`src/pkg/isl_pkg.sv`:
```
/*
  Package for the input supply lockout control block: register offsets,
  field positions, reset values and widths.
  Assumes a 32-bit APB slave with one aligned word per register.
*/
package isl_pkg;

  // ==========================================================================
  // Register byte offsets
  localparam logic [7:0] ISL_CTRL_OFS = 8'h00;
  localparam logic [7:0] ISL_UV_CODE_OFS = 8'h04;
  localparam logic [7:0] ISL_OV_CODE_OFS = 8'h08;
  localparam logic [7:0] ISL_IRQ_STAT_OFS = 8'h0c;
  localparam logic [7:0] ISL_IRQ_MASK_OFS = 8'h10;

  // ==========================================================================
  // Control register fields
  localparam int ISL_UV_EN_BIT = 7;
  localparam int ISL_UV_STAT_BIT = 6;
  localparam int ISL_UV_RISE_BIT = 5;
  localparam int ISL_UV_FALL_BIT = 4;
  localparam int ISL_OV_EN_BIT = 3;
  localparam int ISL_OV_STAT_BIT = 2;
  localparam int ISL_OV_RISE_BIT = 1;
  localparam int ISL_OV_FALL_BIT = 0;

  // ==========================================================================
  // Interrupt status and mask fields
  localparam int ISL_IRQ_UV_BIT = 0;
  localparam int ISL_IRQ_OV_BIT = 1;

  // ==========================================================================
  // Widths and reset values
  localparam int ISL_CODE_W = 6;
  localparam logic [7:0] ISL_CTRL_RST = 8'h00;
  localparam logic [5:0] ISL_CODE_RST = 6'h00;
  localparam logic [1:0] ISL_IRQ_RST = 2'h0;

endpackage : isl_pkg

```
`src/pkg/isl_cmp_if.sv`:
```
/*
  Interface carrying one comparator's sampled state and its edge events
  from the comparator front end to the register logic.
  Assumes both ends run on ref_clk.
*/
`timescale 1ns/1ps
interface isl_cmp_if;
  logic level;
  logic rise;
  logic fall;
  modport src (output level, output rise, output fall);
  modport dst (input level, input rise, input fall);
endinterface : isl_cmp_if

```
`src/rtl/isl_cmp_sync.sv`:
```
/*
  Comparator front end: two-flop synchroniser and edge detector.
  Assumes an asynchronous comparator level and a synchronous high reset.
*/
`timescale 1ns/1ps
module isl_cmp_sync (
  input wire logic ref_clk,
  input wire logic srst,
  input wire logic cmp_async,
  isl_cmp_if.src cmp
);

  logic meta_r;
  logic sync_r;
  logic last_r;
  logic meta_nxt;
  logic sync_nxt;
  logic last_nxt;

  // ==========================================================================
  // Synchroniser and edge detect
  always_comb begin
    meta_nxt = cmp_async;
    sync_nxt = meta_r;
    last_nxt = sync_r;
  end

  // RQ15 two-flop sync
  always_ff @(posedge ref_clk) begin
    if (srst) begin
      meta_r <= 1'b0;
      sync_r <= 1'b0;
      last_r <= 1'b0;
    end else begin
      meta_r <= meta_nxt;
      sync_r <= sync_nxt;
      last_r <= last_nxt;
    end
  end

  assign cmp.level = sync_r;
  // RQ15 single edge event
  assign cmp.rise = sync_r & ~last_r;
  assign cmp.fall = ~sync_r & last_r;

endmodule : isl_cmp_sync

```
`src/rtl/isl_gate_hold.sv`:
```
/*
  Gate drive blocking stage: registers the lockout result that forces
  both gate-drive enables off.
  Assumes synchronised lockout levels from the same clock domain.
*/
`timescale 1ns/1ps
module isl_gate_hold (
  input wire logic ref_clk,
  input wire logic srst,
  input wire logic uv_block,
  input wire logic ov_block,
  input wire logic primary_req,
  input wire logic secondary_req,
  output logic primary_gate_drive,
  output logic secondary_gate_drive
);

  logic pri_r;
  logic sec_r;
  logic pri_nxt;
  logic sec_nxt;

  // ==========================================================================
  // Forced-off gating
  always_comb begin
    pri_nxt = primary_req & ~(uv_block | ov_block);
    sec_nxt = secondary_req & ~(uv_block | ov_block);
  end

  always_ff @(posedge ref_clk) begin
    if (srst) begin
      pri_r <= 1'b0;
      sec_r <= 1'b0;
    end else begin
      pri_r <= pri_nxt;
      sec_r <= sec_nxt;
    end
  end

  assign primary_gate_drive = pri_r;
  assign secondary_gate_drive = sec_r;

endmodule : isl_gate_hold

```
`src/rtl/isl_top.sv`:
```
/*
  Input supply lockout control: APB registers, comparator event flags,
  interrupt and gate-drive lockout.
  Assumes asynchronous comparator outputs (high = fault present) and an
  APB master on ref_clk at 200 MHz.
*/
// Design decisions made here: the register offsets and the APB register port.
// Contract
// RQ1 - Enabled undervoltage with supply below level turns both gate drives off.
// RQ2 - Enabled overvoltage with supply above level turns both gate drives off.
// RQ3 - Undervoltage indication clears itself once supply rises above level.
// RQ4 - Overvoltage indication clears itself once supply falls below level.
// RQ5 - Read-only undervoltage status bit, reset 0, shows present undervoltage.
// RQ6 - Read-only overvoltage status at control bit 2, reset 0.
// RQ7 - Edge flags set regardless of comparator enables or global interrupt enable.
// RQ8 - Undervoltage flag on rise if rise enable, on fall if fall enable.
// RQ9 - Overvoltage flag on rise if bit 1, on fall if bit 0.
// RQ10 - Control bit 7 enables undervoltage, bit 3 overvoltage; read/write, reset 0.
// RQ11 - Undervoltage code six bits read/write, bits 7 and 6 read zero.
// RQ12 - Overvoltage code six bits read/write, bits 7 and 6 read zero.
// RQ13 - Below range with core alive, comparator and status show undervoltage.
// RQ14 - Firmware should poll undervoltage status for power-up, advice only.
// RQ15 - Comparator outputs are synchronised before edge detection.
`timescale 1ns/1ps
module isl_top
  import isl_pkg::*;
(
  input wire logic ref_clk,
  input wire logic srst,
  input wire logic psel,
  input wire logic penable,
  input wire logic pwrite,
  input wire logic [7:0] paddr,
  input wire logic [31:0] pwdata,
  input wire logic [3:0] pstrb,
  output logic [31:0] prdata,
  output logic pready,
  output logic pslverr,
  input wire logic uv_cmp_async,
  input wire logic ov_cmp_async,
  input wire logic primary_req,
  input wire logic secondary_req,
  output logic primary_gate_drive,
  output logic secondary_gate_drive,
  output logic [5:0] undervoltage_code_field,
  output logic [5:0] overvoltage_code_field,
  output logic irq
);

  isl_cmp_if uv_if ();
  isl_cmp_if ov_if ();

  logic [7:0] ctrl_r;
  logic [7:0] ctrl_nxt;
  logic [5:0] uv_code_r;
  logic [5:0] uv_code_nxt;
  logic [5:0] ov_code_r;
  logic [5:0] ov_code_nxt;
  logic [1:0] irq_stat_r;
  logic [1:0] irq_stat_nxt;
  logic [1:0] irq_mask_r;
  logic [1:0] irq_mask_nxt;
  logic [31:0] prdata_r;
  logic [31:0] prdata_nxt;
  logic wr_acc;
  logic rd_acc;
  logic hit;
  logic lo_lane;
  logic uv_event;
  logic ov_event;
  logic [7:0] ctrl_view;

  // ==========================================================================
  // Comparator front ends
  isl_cmp_sync u_uv_sync (
    .ref_clk(ref_clk),
    .srst(srst),
    .cmp_async(uv_cmp_async),
    .cmp(uv_if)
  );

  isl_cmp_sync u_ov_sync (
    .ref_clk(ref_clk),
    .srst(srst),
    .cmp_async(ov_cmp_async),
    .cmp(ov_if)
  );

  // ==========================================================================
  // Event qualification
  always_comb begin
    // RQ7 flags ignore enables
    // RQ8 undervoltage edge select
    uv_event = (uv_if.rise & ctrl_r[ISL_UV_RISE_BIT]) | (uv_if.fall & ctrl_r[ISL_UV_FALL_BIT]);
    // RQ9 overvoltage edge select
    ov_event = (ov_if.rise & ctrl_r[ISL_OV_RISE_BIT]) | (ov_if.fall & ctrl_r[ISL_OV_FALL_BIT]);
  end

  // ==========================================================================
  // Control view with live status bits
  always_comb begin
    ctrl_view = ctrl_r;
    // RQ5 undervoltage status
    // RQ13 below range shows fault
    // RQ3 clears with comparator
    ctrl_view[ISL_UV_STAT_BIT] = uv_if.level;
    // RQ6 overvoltage status
    // RQ4 clears with comparator
    ctrl_view[ISL_OV_STAT_BIT] = ov_if.level;
  end

  // ==========================================================================
  // APB decode
  always_comb begin
    wr_acc = psel & penable & pwrite;
    rd_acc = psel & ~penable & ~pwrite;
    lo_lane = pstrb[0];
    hit = (paddr == ISL_CTRL_OFS) | (paddr == ISL_UV_CODE_OFS) | (paddr == ISL_OV_CODE_OFS) |
          (paddr == ISL_IRQ_STAT_OFS) | (paddr == ISL_IRQ_MASK_OFS);
    pready = 1'b1;
    pslverr = psel & penable & ~hit;
  end

  // ==========================================================================
  // Register next state
  always_comb begin
    ctrl_nxt = ctrl_r;
    uv_code_nxt = uv_code_r;
    ov_code_nxt = ov_code_r;
    irq_mask_nxt = irq_mask_r;
    irq_stat_nxt = irq_stat_r;
    if (wr_acc && lo_lane) begin
      unique case (paddr)
        // RQ10 enables and edge selects writable
        ISL_CTRL_OFS: begin
          ctrl_nxt = pwdata[7:0];
        end
        // RQ11 undervoltage code
        ISL_UV_CODE_OFS: begin
          uv_code_nxt = pwdata[ISL_CODE_W-1:0];
        end
        // RQ12 overvoltage code
        ISL_OV_CODE_OFS: begin
          ov_code_nxt = pwdata[ISL_CODE_W-1:0];
        end
        ISL_IRQ_STAT_OFS: begin
          irq_stat_nxt = irq_stat_r & ~pwdata[1:0];
        end
        ISL_IRQ_MASK_OFS: begin
          irq_mask_nxt = pwdata[1:0];
        end
        default: begin
          ctrl_nxt = ctrl_r;
        end
      endcase
    end
    // Status bits are never stored
    ctrl_nxt[ISL_UV_STAT_BIT] = 1'b0;
    ctrl_nxt[ISL_OV_STAT_BIT] = 1'b0;
    // RQ7 set wins over clear
    if (uv_event) begin
      irq_stat_nxt[ISL_IRQ_UV_BIT] = 1'b1;
    end
    if (ov_event) begin
      irq_stat_nxt[ISL_IRQ_OV_BIT] = 1'b1;
    end
  end

  // ==========================================================================
  // Read data
  always_comb begin
    prdata_nxt = prdata_r;
    if (rd_acc) begin
      unique case (paddr)
        ISL_CTRL_OFS: prdata_nxt = {24'h000000, ctrl_view};
        // RQ11 upper bits read zero
        ISL_UV_CODE_OFS: prdata_nxt = {26'h0, uv_code_r};
        // RQ12 upper bits read zero
        ISL_OV_CODE_OFS: prdata_nxt = {26'h0, ov_code_r};
        ISL_IRQ_STAT_OFS: prdata_nxt = {30'h0, irq_stat_r};
        ISL_IRQ_MASK_OFS: prdata_nxt = {30'h0, irq_mask_r};
        default: prdata_nxt = 32'h00000000;
      endcase
    end
  end

  always_ff @(posedge ref_clk) begin
    if (srst) begin
      ctrl_r <= ISL_CTRL_RST;
      uv_code_r <= ISL_CODE_RST;
      ov_code_r <= ISL_CODE_RST;
      irq_stat_r <= ISL_IRQ_RST;
      irq_mask_r <= ISL_IRQ_RST;
      prdata_r <= 32'h00000000;
    end else begin
      ctrl_r <= ctrl_nxt;
      uv_code_r <= uv_code_nxt;
      ov_code_r <= ov_code_nxt;
      irq_stat_r <= irq_stat_nxt;
      irq_mask_r <= irq_mask_nxt;
      prdata_r <= prdata_nxt;
    end
  end

  assign prdata = prdata_r;
  assign undervoltage_code_field = uv_code_r;
  assign overvoltage_code_field = ov_code_r;
  assign irq = |(irq_stat_r & irq_mask_r);

  // ==========================================================================
  // Gate drive lockout
  isl_gate_hold u_gate (
    .ref_clk(ref_clk),
    .srst(srst),
    // RQ1 undervoltage lockout
    .uv_block(ctrl_r[ISL_UV_EN_BIT] & uv_if.level),
    // RQ2 overvoltage lockout
    .ov_block(ctrl_r[ISL_OV_EN_BIT] & ov_if.level),
    .primary_req(primary_req),
    .secondary_req(secondary_req),
    .primary_gate_drive(primary_gate_drive),
    .secondary_gate_drive(secondary_gate_drive)
  );

endmodule : isl_top

```
`config.mk`:
```
export PLATFORM = sky130hd
export DESIGN_NAME = isl_top
export DESIGN_NICKNAME = d
export VERILOG_FILES = /design/src/pkg/isl_pkg.sv /design/src/pkg/isl_cmp_if.sv /design/src/rtl/isl_cmp_sync.sv /design/src/rtl/isl_gate_hold.sv /design/src/rtl/isl_top.sv
export SDC_FILE = /design/constraint.sdc
export NUM_CORES = 1
export LEC_CHECK = 0
export ABC_AREA = 1
export BUFFER_PORTS_ARGS = -buffer_cell sky130_fd_sc_hd__buf_2
export CORE_AREA = 2 2 73 75
export CTS_BUF_LIST = sky130_fd_sc_hd__clkbuf_16
export CTS_CLUSTER_DIAMETER = 30
export DETAILED_ROUTE_END_ITERATION = 10
export DIE_AREA = 0 0 75 77
export PLACE_DENSITY = 0.76
export REMOVE_ABC_BUFFERS = 1
export SYNTH_ARGS = -nofsm -noshare
export SYNTH_HDL_FRONTEND = slang
export SYNTH_HIERARCHICAL = 1
export SYNTH_SLANG_ARGS = --single-unit
```
`constraint.sdc`:
```
create_clock -name ref_clk -period 1 [get_ports ref_clk]
set_input_delay 0.15 -clock ref_clk [delete_from_list [all_inputs] [get_ports ref_clk]]
set_output_delay 0.15 -clock ref_clk [all_outputs]
set_load 0.02 [all_outputs]
```
==> qor.csv, run 1 <==
stage;metric;value;unit
critical_path;end_kind;output port;
critical_path;reg2regPathDepth;5;
final_layout;regArea;767.0;um2
critical_path;r2r_end;irq_stat_r[0];
sta;setup-violations-final;2;
critical_path;worstPathCellList;a22o_1 > buf_6;
drt;route.detailed.drc;0;
cts;clock-sinks;38;
synthesis;ys_ff_latch;38;
drt;vias;1847;
final_layout;drive_gt1_share;33.04;%
sta;final_max_slew_viol_count;0;
global_routing;antenna_found_initial;0;
drt;drtPass1Iterations;4;
floorplanning;core;0.004977;mm2
drt;dr.first_iter.drc_count;72;
critical_path;cp.arrival;980;ps
sta;setup_slack;-130.3;ps
cts;hold_buffers;0;
sta;setup_tns;-178.6;ps
synthesis;netlist_instances;269;
global_routing;grt_max_degree;19;
synthesis;ys_types;23;
floorplanning;die_x;75;um
critical_path;setup.worst_path.start_class;flip-flop;
place;port_buffers;48;
run;cap_violations;0;
floorplanning;io_pins;102;
critical_path;cp_slowest_cell;dfxtp_2;
critical_path;r2r_start;u_uv_sync/cmp.level;
sta;min_period;1130;ps
global_routing;grt_pass1_wl;7562;um
floorplanning;die-height;77;um
sta;fin_crit_sh;113.0;%
synthesis;synth_area_leaders;dfxtp_1, buf_4, nor2_1, nand3_1, nand2_1;
critical_path;slowest_delay;330;ps
synthesis;syn_avg_cell_area;7.093;um2
drt;wl;4595;um
status;violations;setup timing;
drt;wl_per_cell;11.23;um
worst_hold_path;min_path_type;in2reg;
cts;cts_tree;yes;
floorplanning;rows;26;
final_layout;syn_to_final_growth;33.11;%
synthesis;synth_top_cell_area_share;39.87;%
cts;cts_made_buffers;5;
cts;cts_htree_levels;2;
cts;cts-root-buf;clkbuf_16;
floorplanning;die_area;0.005775;mm2
power_and_ir_drop;ir_drop;735.4;uV
sta;rsz0062_at_grt;yes;
critical_path;crit_start;irq_stat_r[0];
critical_path;worst-r2r-setup-slack;80;ps
floorplanning;initial_core_util;38.34;%
drt;drtAntennaViolNets;0;
synthesis;dominantRegCellSynth;dfxtp_1;
power_and_ir_drop;power_density;1369;mW/mm2
status;status;finished with violations;
cts;clock_path_buffers;2;
synthesis;netlist_area;0.001908;mm2
drt;viasPerCell;4.516;
final_layout;multi_input_area;957.2;um2
final_layout;fill_cells;521;
critical_path;cp_max_fo;3;
critical_path;endpoint;irq;
synthesis;yosysMostFrequentCell;nor2_1;
synthesis;ys_seq_area_share;39.87;%
cts;clk_pin_slew;60;ps
power_and_ir_drop;power;3.477;mW
place;gp_congestion;0.8737;
sta;final_hold_viol_count;0;
critical_path;worst-endpoint-required;850;ps
power_and_ir_drop;p_leak;1.228;nW
synthesis;synth.largest_area_cell;dfxtp_1;
synthesis;ys_warn_count;6;
critical_path;path_class;reg2out;
sta;skew;2.281;ps
global_routing;grt_pass1_vias;1731;
synthesis;synthArstFlopShare;0;%
synthesis;synth_common_cells;nor2_1, dfxtp_1, nand2_1;
place;hpwl;3552;um
sta;fmax;0.8847;GHz
global_routing;track_usage;17.09;%
synthesis;synth-edff-count;0;
final_layout;antennaDiodeCount;0;
global_routing;grt_overflow;0;
sta;timing.hold.ws;63.33;ps
final_layout;layout.nets;391;
cts;clk_latency;280;ps
-- layout make-up --
| class | count | share of cell area (%) |
|---|---|---|
| multi-input combinational | 194 | 37.68 |
| sequential | 38 | 30.20 |
| timing repair buffer | 69 | 18.37 |
| clock buffer | 5 | 4.926 |
| inverter | 30 | 4.532 |
| tap | 70 | 3.448 |
| clock inverter | 3 | 0.8374 |
-- stage by stage --
stage	util, %	cell area [um2]	instances	worst slack [ps]
floorplan	-	1775	262	-136.0
global placement	45.48	2263	398	-190.2
detailed placement	45.48	2263	398	-230.6
CTS	48.89	2434	406	-138.1
global route	51.03	2540	409	-152.8
finish	51.03	2540	409	-130.3
-- where the power goes --
part / internal [mW] / leakage, nW / switching, mW
logic: 0.127 / 0.848 / 0.255
clock network: 0.922 / 0.0698 / 0.627
registers: 1.54 / 0.310 / 0.00922
total: 2.59 / 1.23 / 0.892
-- critical path: cells and delay by family, from the launching register on --
family,cells,cell delay (ps)
flops,1,330
buf+inv,1,130
compound gates,1,240
-- worst min path at each step --
| stage | start | end | slack (ps) | cells after the start |
|---|---|---|---|---|
| floorplan | srst | prdata[3] | 210 | 1 |
| global placement | ov_cmp_async | u_ov_sync/meta_r | 350 | 3 |
| detailed placement | ov_cmp_async | u_ov_sync/meta_r | 360 | 3 |
| CTS | ov_cmp_async | u_ov_sync/meta_r | 60 | 3 |
| global route | uv_cmp_async | u_uv_sync/meta_r | 80 | 3 |
| finish | ov_cmp_async | u_ov_sync/meta_r | 60 | 3 |
-- registers in the layout, summed over array words and instances (netlist names) --
signal / count
u_gate/primary_gate_drive: 1
undervoltage_code_field: 6
u_uv_sync/last_r: 1
u_ov_sync/cmp.level: 1
irq_stat_r: 2
ctrl_r: 6
u_gate/secondary_gate_drive: 1
u_ov_sync/meta_r: 1
irq_mask_r: 2
u_uv_sync/cmp.level: 1
u_uv_sync/meta_r: 1
u_ov_sync/last_r: 1
overvoltage_code_field: 6
prdata: 8
-- cell families (layout without fill, tap and decap cells) --
group	Yosys count	count (layout)	share of synthesized area, %
other	2	25	0.3936
buffers and inverters	60	107	17.51
and+or+nand+nor	134	134	32.07
DFF	38	38	39.87
AOI/OAI and AO/OA	35	35	10.16
-- per-layer routing --
layer / part of all wire (%) / global-route usage (%)
met3: 6.2 / 4.993
met2: 50 / 29.04
met5: 0 / 0
met4: 1.8 / 6.250
met1: 42 / 19.79
-- placed cells by master, fill, tap and decap left out --
| cell | Yosys | layout |
|---|---|---|
| nor2_4 | 5 | 9 |
| nand3_1 | 32 | 31 |
| buf_6 | 1 | 5 |
| clkinvlp_4 | 0 | 1 |
| buf_4 | 26 | 24 |
| buf_12 | 0 | 2 |
| clkbuf_16 | 0 | 5 |
| buf_2 | 1 | 38 |
| nand2_1 | 38 | 34 |
| a22o_1 | 3 | 3 |
| clkinv_4 | 0 | 1 |
| o21ai_0 | 16 | 11 |
| nand2_2 | 1 | 4 |
| o21ai_1 | 2 | 7 |
| dfxtp_1 | 38 | 33 |
| dfxtp_2 | 0 | 5 |
| nor3_2 | 1 | 3 |
| nand3_2 | 0 | 1 |
| nor2_1 | 51 | 48 |
| clkinv_2 | 2 | 3 |
| inv_1 | 25 | 23 |
| a21oi_1 | 12 | 12 |
| inv_2 | 3 | 5 |
| conb_1 | 2 | 25 |
| nor2_2 | 2 | 1 |
| a21oi_2 | 2 | 2 |
| nand2_4 | 2 | 3 |
-- repair_timing --
action | 4_1_cts | 5_1_grt
pin swaps | 2 | 8
endpoints found under the setup margin | 2 | 16
gates resized for setup | 10 | 30
buffers inserted | 0 | 3
Note: power is estimated with default switching activity, not from simulation.
==> inputs of run 2 (changes only) <==
--- a/config.mk
+++ b/config.mk
@@ -8,7 +8,7 @@
 export ABC_AREA = 1
 export BUFFER_PORTS_ARGS = -buffer_cell sky130_fd_sc_hd__buf_2
 export CORE_AREA = 2 2 73 75
-export CTS_BUF_LIST = sky130_fd_sc_hd__clkbuf_16
+export CTS_BUF_LIST = sky130_fd_sc_hd__clkbuf_8 sky130_fd_sc_hd__clkbuf_16
 export CTS_CLUSTER_DIAMETER = 30
 export DETAILED_ROUTE_END_ITERATION = 10
 export DIE_AREA = 0 0 75 77
==> qor.csv, run 2 (synthesis gave the netlist of run 1 again) <==
stage;metric;value;unit
status;status;finished with violations;
status;violations;setup timing;
worst_hold_path;min_path_type;in2reg;
sta;skew;5.782;ps
final_layout;utilization;50.23;%
sta;setup-violations-final;2;
floorplanning;io_pins;102;
drt;dr.first_iter.drc_count;61;
sta;final_hold_viol_count;0;
drt;wl_per_cell;11.27;um
cts;hold_buffers;0;
worst_hold_path;whs_endpoint;u_ov_sync/meta_r;
cts;cts_htree_levels;2;
power_and_ir_drop;power_frac_clock;35.6;%
final_layout;final_common_cell;nor2_1;
worst_hold_path;holdCritStartpoint;ov_cmp_async;
drt;wl;4609;um
global_routing;antenna_found_initial;0;
power_and_ir_drop;intPower;2.149;mW
sta;fmax;0.8763;GHz
floorplanning;die_area;0.005775;mm2
critical_path;path_class;reg2out;
sta;min_period;1141;ps
critical_path;worstPathCellList;a22o_1 > buf_6;
place;hpwl;3552;um
power_and_ir_drop;power_density;1195;mW/mm2
sta;setup_slack;-141.1;ps
critical_path;r2r_start;u_uv_sync/cmp.level;
final_layout;syn_to_final_growth;31.02;%
cts;cts-root-buf;clkbuf_8;
critical_path;r2r_end;irq_stat_r[0];
global_routing;grt_pass1_wl;7548;um
critical_path;slowest_delay;340;ps
floorplanning;initial_core_util;38.34;%
power_and_ir_drop;p_sw_share;28.08;%
power_and_ir_drop;combPwrFrac;12.7;%
sta;rsz0062_at_grt;yes;
sta;fin_crit_sh;114.1;%
cts;clock-sinks;38;
critical_path;setup.worst_path.start_class;flip-flop;
critical_path;cp.arrival;990;ps
cts;clk_pin_slew;80;ps
global_routing;track_usage;16.86;%
global_routing;grt_max_degree;19;
place;port_buffers;48;
final_layout;antennaDiodeCount;0;
final_layout;largest_reg_flops;8;
critical_path;worst-endpoint-required;850;ps
power_and_ir_drop;p_leak;1.203;nW
critical_path;cp_max_fo;3;
floorplanning;die-height;77;um
critical_path;worst-r2r-setup-slack;70;ps
drt;viasPerCell;4.479;
global_routing;grt_overflow;0;
final_layout;layout.nets;391;
cts;clock_path_buffers;2;
critical_path;reg2regPathDepth;5;
place;gp_congestion;0.8737;
critical_path;end_kind;output port;
drt;drtPass1Iterations;4;
floorplanning;die_x;75;um
sta;final_max_slew_viol_count;0;
floorplanning;rows;26;
worst_hold_path;min_path_cells;3;
critical_path;critPathTopFamily;flip-flops;
cts;cts_made_buffers;5;
final_layout;drive_gt1_share;34.51;%
drt;vias;1832;
power_and_ir_drop;p_sw;0.8392;mW
final_layout;fill_cells;517;
power_and_ir_drop;ir_drop;562.7;uV
final_layout;final_cell_mix;nor2_1, nand2_1, buf_2;
cts;clk_latency;300;ps
global_routing;grt_pass1_vias;1758;
drt;route.detailed.drc;0;
critical_path;path_buf_inv;1;
run;cap_violations;0;
floorplanning;core;0.004977;mm2
place;postPlaceCellArea;0.002263;mm2
cts;cts_tree;yes;
power_and_ir_drop;p_seq_share;51.6;%
critical_path;cp_slowest_cell;dfxtp_1;
final_layout;final_area;0.002500;mm2
drt;drtAntennaViolNets;0;
## run 2: cell counts in the layout (fill, tap and decap cells not counted)
No cell type changed its count.
## run 2: how the worst max path moves through the flow
stage	from	to	slack (ps)	cells past startpoint
4_1_cts	irq_stat_r[0]	irq	-140	2
5_1_grt	irq_stat_r[0]	irq	-170	2
2_1_floorplan	paddr[1]	pslverr	-140	6
6_report	irq_mask_r[0]	irq	-140	2
3_5_place_dp	paddr[7]	overvoltage_code_field[2]	-230	7
3_3_place_gp	paddr[0]	overvoltage_code_field[2]	-190	7
## run 2: final cells by class
type	instances	area [um2]	share of cell area [%]
multi-input cells	194	952.2	38.09
flip-flops and latches	38	773.2	30.93
repair buffers	69	481.7	19.27
inverters	30	115.1	4.605
well taps	70	87.58	3.504
clock buffers	5	68.82	2.753
clock inverters	3	21.27	0.8509
## run 2: worst reg2reg max path, cell delays in order, from the launching register on
cell and delay [ps]:
dfxtp_2 340, inv_1 70, nor2_1 40, a22o_1 210, a21oi_1 110, nor2_1 40
## run 2: power by group through the flow
stage | sequential, mW | clock (mW) | combinational [mW]
6_report | 1.54 | 1.07 | 0.380
5_1_grt | 1.55 | 1.16 | 0.419
4_1_cts | 1.54 | 1.08 | 0.354
3_5_place_dp | 1.58 | 0 | 0.347
3_3_place_gp | 1.58 | 0 | 0.340
2_1_floorplan | 1.59 | 0 | 0.178
## run 2: per-layer routing
metal	GRT usage, %	vias up	part of all wire, %
met3	4.599	15	6.5
met2	28.68	66	49
met1	19.79	812	42
li1	-	939	-
met5	0	-	0
met4	5.893	0	3.0
## run 2: repair_timing
item	4_1_cts	5_1_grt
resized for setup	11	37
endpoints found under the setup margin	4	22
buffers inserted	1	2
hold endpoints to repair	0	0
pin swaps	1	6
## run 2: stage by stage
step	hold WS, ps	cells	setup TNS, ps	total power, mW	worst slack (ps)
finish	45.94	409	-183.1	2.988	-141.1
global route	55.88	409	-246.0	3.127	-166.2
CTS	46.62	407	-227.3	2.979	-144.6
detailed placement	355.8	398	-5025	1.925	-230.6
global placement	348.9	398	-4159	1.919	-190.2
floorplan	212.4	262	-275.1	1.771	-136.0
==> inputs of run 3 (changes only) <==
--- a/config.mk
+++ b/config.mk
@@ -7,13 +7,12 @@
 export LEC_CHECK = 0
 export ABC_AREA = 1
 export BUFFER_PORTS_ARGS = -buffer_cell sky130_fd_sc_hd__buf_2
-export CORE_AREA = 2 2 73 75
+export CORE_AREA = 2 2 72 74
 export CTS_BUF_LIST = sky130_fd_sc_hd__clkbuf_8 sky130_fd_sc_hd__clkbuf_16
 export CTS_CLUSTER_DIAMETER = 30
 export DETAILED_ROUTE_END_ITERATION = 10
-export DIE_AREA = 0 0 75 77
-export PLACE_DENSITY = 0.76
-export REMOVE_ABC_BUFFERS = 1
+export DIE_AREA = 0 0 74 76
+export PLACE_DENSITY = 0.75
 export SYNTH_ARGS = -nofsm -noshare
 export SYNTH_HDL_FRONTEND = slang
 export SYNTH_HIERARCHICAL = 1
==> constraint.sdc (replaced) <==
create_clock -name ref_clk -period 1.4 [get_ports ref_clk]
set_input_delay 0.21 -clock ref_clk [delete_from_list [all_inputs] [get_ports ref_clk]]
set_output_delay 0.21 -clock ref_clk [all_outputs]
set_load 0.02 [all_outputs]
==> qor.csv, run 3 (synthesis gave the netlist of run 1 again) <==
stage;metric;value;unit
final_layout;antennaDiodeCount;0;
drt;drtPass1Iterations;4;
cts;clock-sinks;38;
sta;fin_crit_sh;91.74;%
power_and_ir_drop;power_density;914.2;mW/mm2
cts;clk_latency;280;ps
cts;cts_resized;0;
sta;min_period;1284;ps
critical_path;cp.arrival;1070;ps
sta;setup-violations-final;0;
floorplanning;io_pins;102;
floorplanning;die_x;74;um
final_layout;utilization;45.67;%
global_routing;track_usage;15.26;%
sta;rsz0062_at_grt;no;
status;status;finished clean;
global_routing;grt_pass1_wl;6610;um
place;port_buffers;48;
critical_path;worst-r2r-setup-slack;430;ps
final_layout;regArea;760.7;um2
critical_path;worst-endpoint-required;1190;ps
sta;final_hold_viol_count;0;
critical_path;cp_max_fo;5;
floorplanning;die-height;76;um
cts;hold_buffers;0;
critical_path;r2r_end;irq_stat_r[0];
cts;cts_htree_levels;2;
global_routing;antenna_found_initial;0;
sta;skew;3.736;ps
place;gp_congestion;0.7836;
critical_path;reg2regPathDepth;4;
final_layout;final_cell_mix;nor2_1, buf_2, nand2_1, dfxtp_1, nand3_1;
place;hpwl;3223;um
power_and_ir_drop;ir_drop;580.3;uV
global_routing;grt_max_degree;20;
floorplanning;rows;26;
place;postPlaceCellArea;0.002161;mm2
floorplanning;die_area;0.005624;mm2
final_layout;largest_reg_flops;8;
cts;cts-root-buf;clkbuf_8;
final_layout;syn_to_final_growth;17.57;%
cts;clock_path_buffers;2;
floorplanning;core;0.004912;mm2
worst_hold_path;whs_endpoint;u_uv_sync/meta_r;
drt;drtAntennaViolNets;0;
final_layout;final_common_cell;nor2_1;
critical_path;setup.worst_path.start_class;input pin;
final_layout;drive_gt1_share;24.22;%
cts;cts_made_buffers;5;
drt;wl;4182;um
final_layout;multi_input_area;899.6;um2
sta;final_max_slew_viol_count;0;
global_routing;grt_pass1_vias;1566;
worst_hold_path;min_path_type;in2reg;
run;cap_violations;0;
drt;vias;1785;
cts;cts_tree;yes;
critical_path;r2r_start;u_uv_sync/cmp.level;
cts;post_cts_buffers;0;
floorplanning;initial_core_util;38.84;%
final_layout;fill_cells;503;
final_layout;final_area;0.002243;mm2
sta;setup_tns;0;ps
cts;clk_pin_slew;60;ps
power_and_ir_drop;p_leak;1.091;nW
sta;fmax;0.7786;GHz
critical_path;end_kind;output port;
drt;viasPerCell;4.554;
final_layout;layout.nets;376;
drt;route.detailed.drc;0;
drt;wl_per_cell;10.67;um
worst_hold_path;min_path_cells;3;
drt;dr.first_iter.drc_count;83;
global_routing;grt_overflow;0;
worst_hold_path;holdCritStartpoint;uv_cmp_async;
critical_path;path_class;in2out;
-- run 3: changes by cell type in the layout (fill, tap and decap cells not counted), moves of 3 or more --
cell,delta
buf_6,-5
buf_4,-25
o21ai_1,-3
nand2_2,-3
nand2_1,+4
nor2_4,-3
buf_2,+16
o21ai_0,+3
dfxtp_2,-10
nor2_1,+3
dfxtp_1,+10
-- run 3: cell type report --
| class | count | area share (%) |
|---|---|---|
| multi-input combinational | 194 | 40.10 |
| sequential | 38 | 33.91 |
| timing repair buffer | 54 | 13.27 |
| tap | 70 | 3.904 |
| clock buffer | 6 | 3.681 |
| inverter | 30 | 5.131 |
-- run 3: worst max-delay path by stage --
stage	startpoint	to	slack [ps]	depth (start not counted)
floorplan	paddr[1]	pslverr	140	6
global placement	paddr[1]	prdata[5]	110	8
detailed placement	paddr[1]	ctrl_r[5]	40	7
CTS	paddr[2]	pslverr	110	8
global route	paddr[2]	pslverr	20	8
finish	paddr[2]	pslverr	120	8
-- run 3: report_power, final --
group | switching, mW | internal, mW
clock network | 0.339 | 0.379
registers | 0.00737 | 1.10
logic | 0.166 | 0.0633
total | 0.512 | 1.54
-- run 3: worst max-delay path: stages --
cell	delay [ps]
buf_2	120
nor2_1	50
nand2_1	110
inv_1	80
nand2_1	130
inv_1	50
nor3_1	130
buf_2	190
-- run 3: metal layers --
metal / routed length (um) / track usage [%]
met3: 270 / 4.365
met1: 1744 / 17.02
met5: 0 / 0
met2: 2084 / 26.07
met4: 82 / 7.091
-- run 3: stage by stage --
step	setup WS, ps	total power [mW]	hold WS, ps	cells
2_1_floorplan	144.0	1.327	272.4	292
3_3_place_gp	114.5	1.352	389.8	386
3_5_place_dp	36.90	1.356	396.2	386
4_1_cts	108.7	2.071	117.4	392
5_1_grt	18.33	2.141	126.8	392
6_report	115.7	2.051	127.7	392
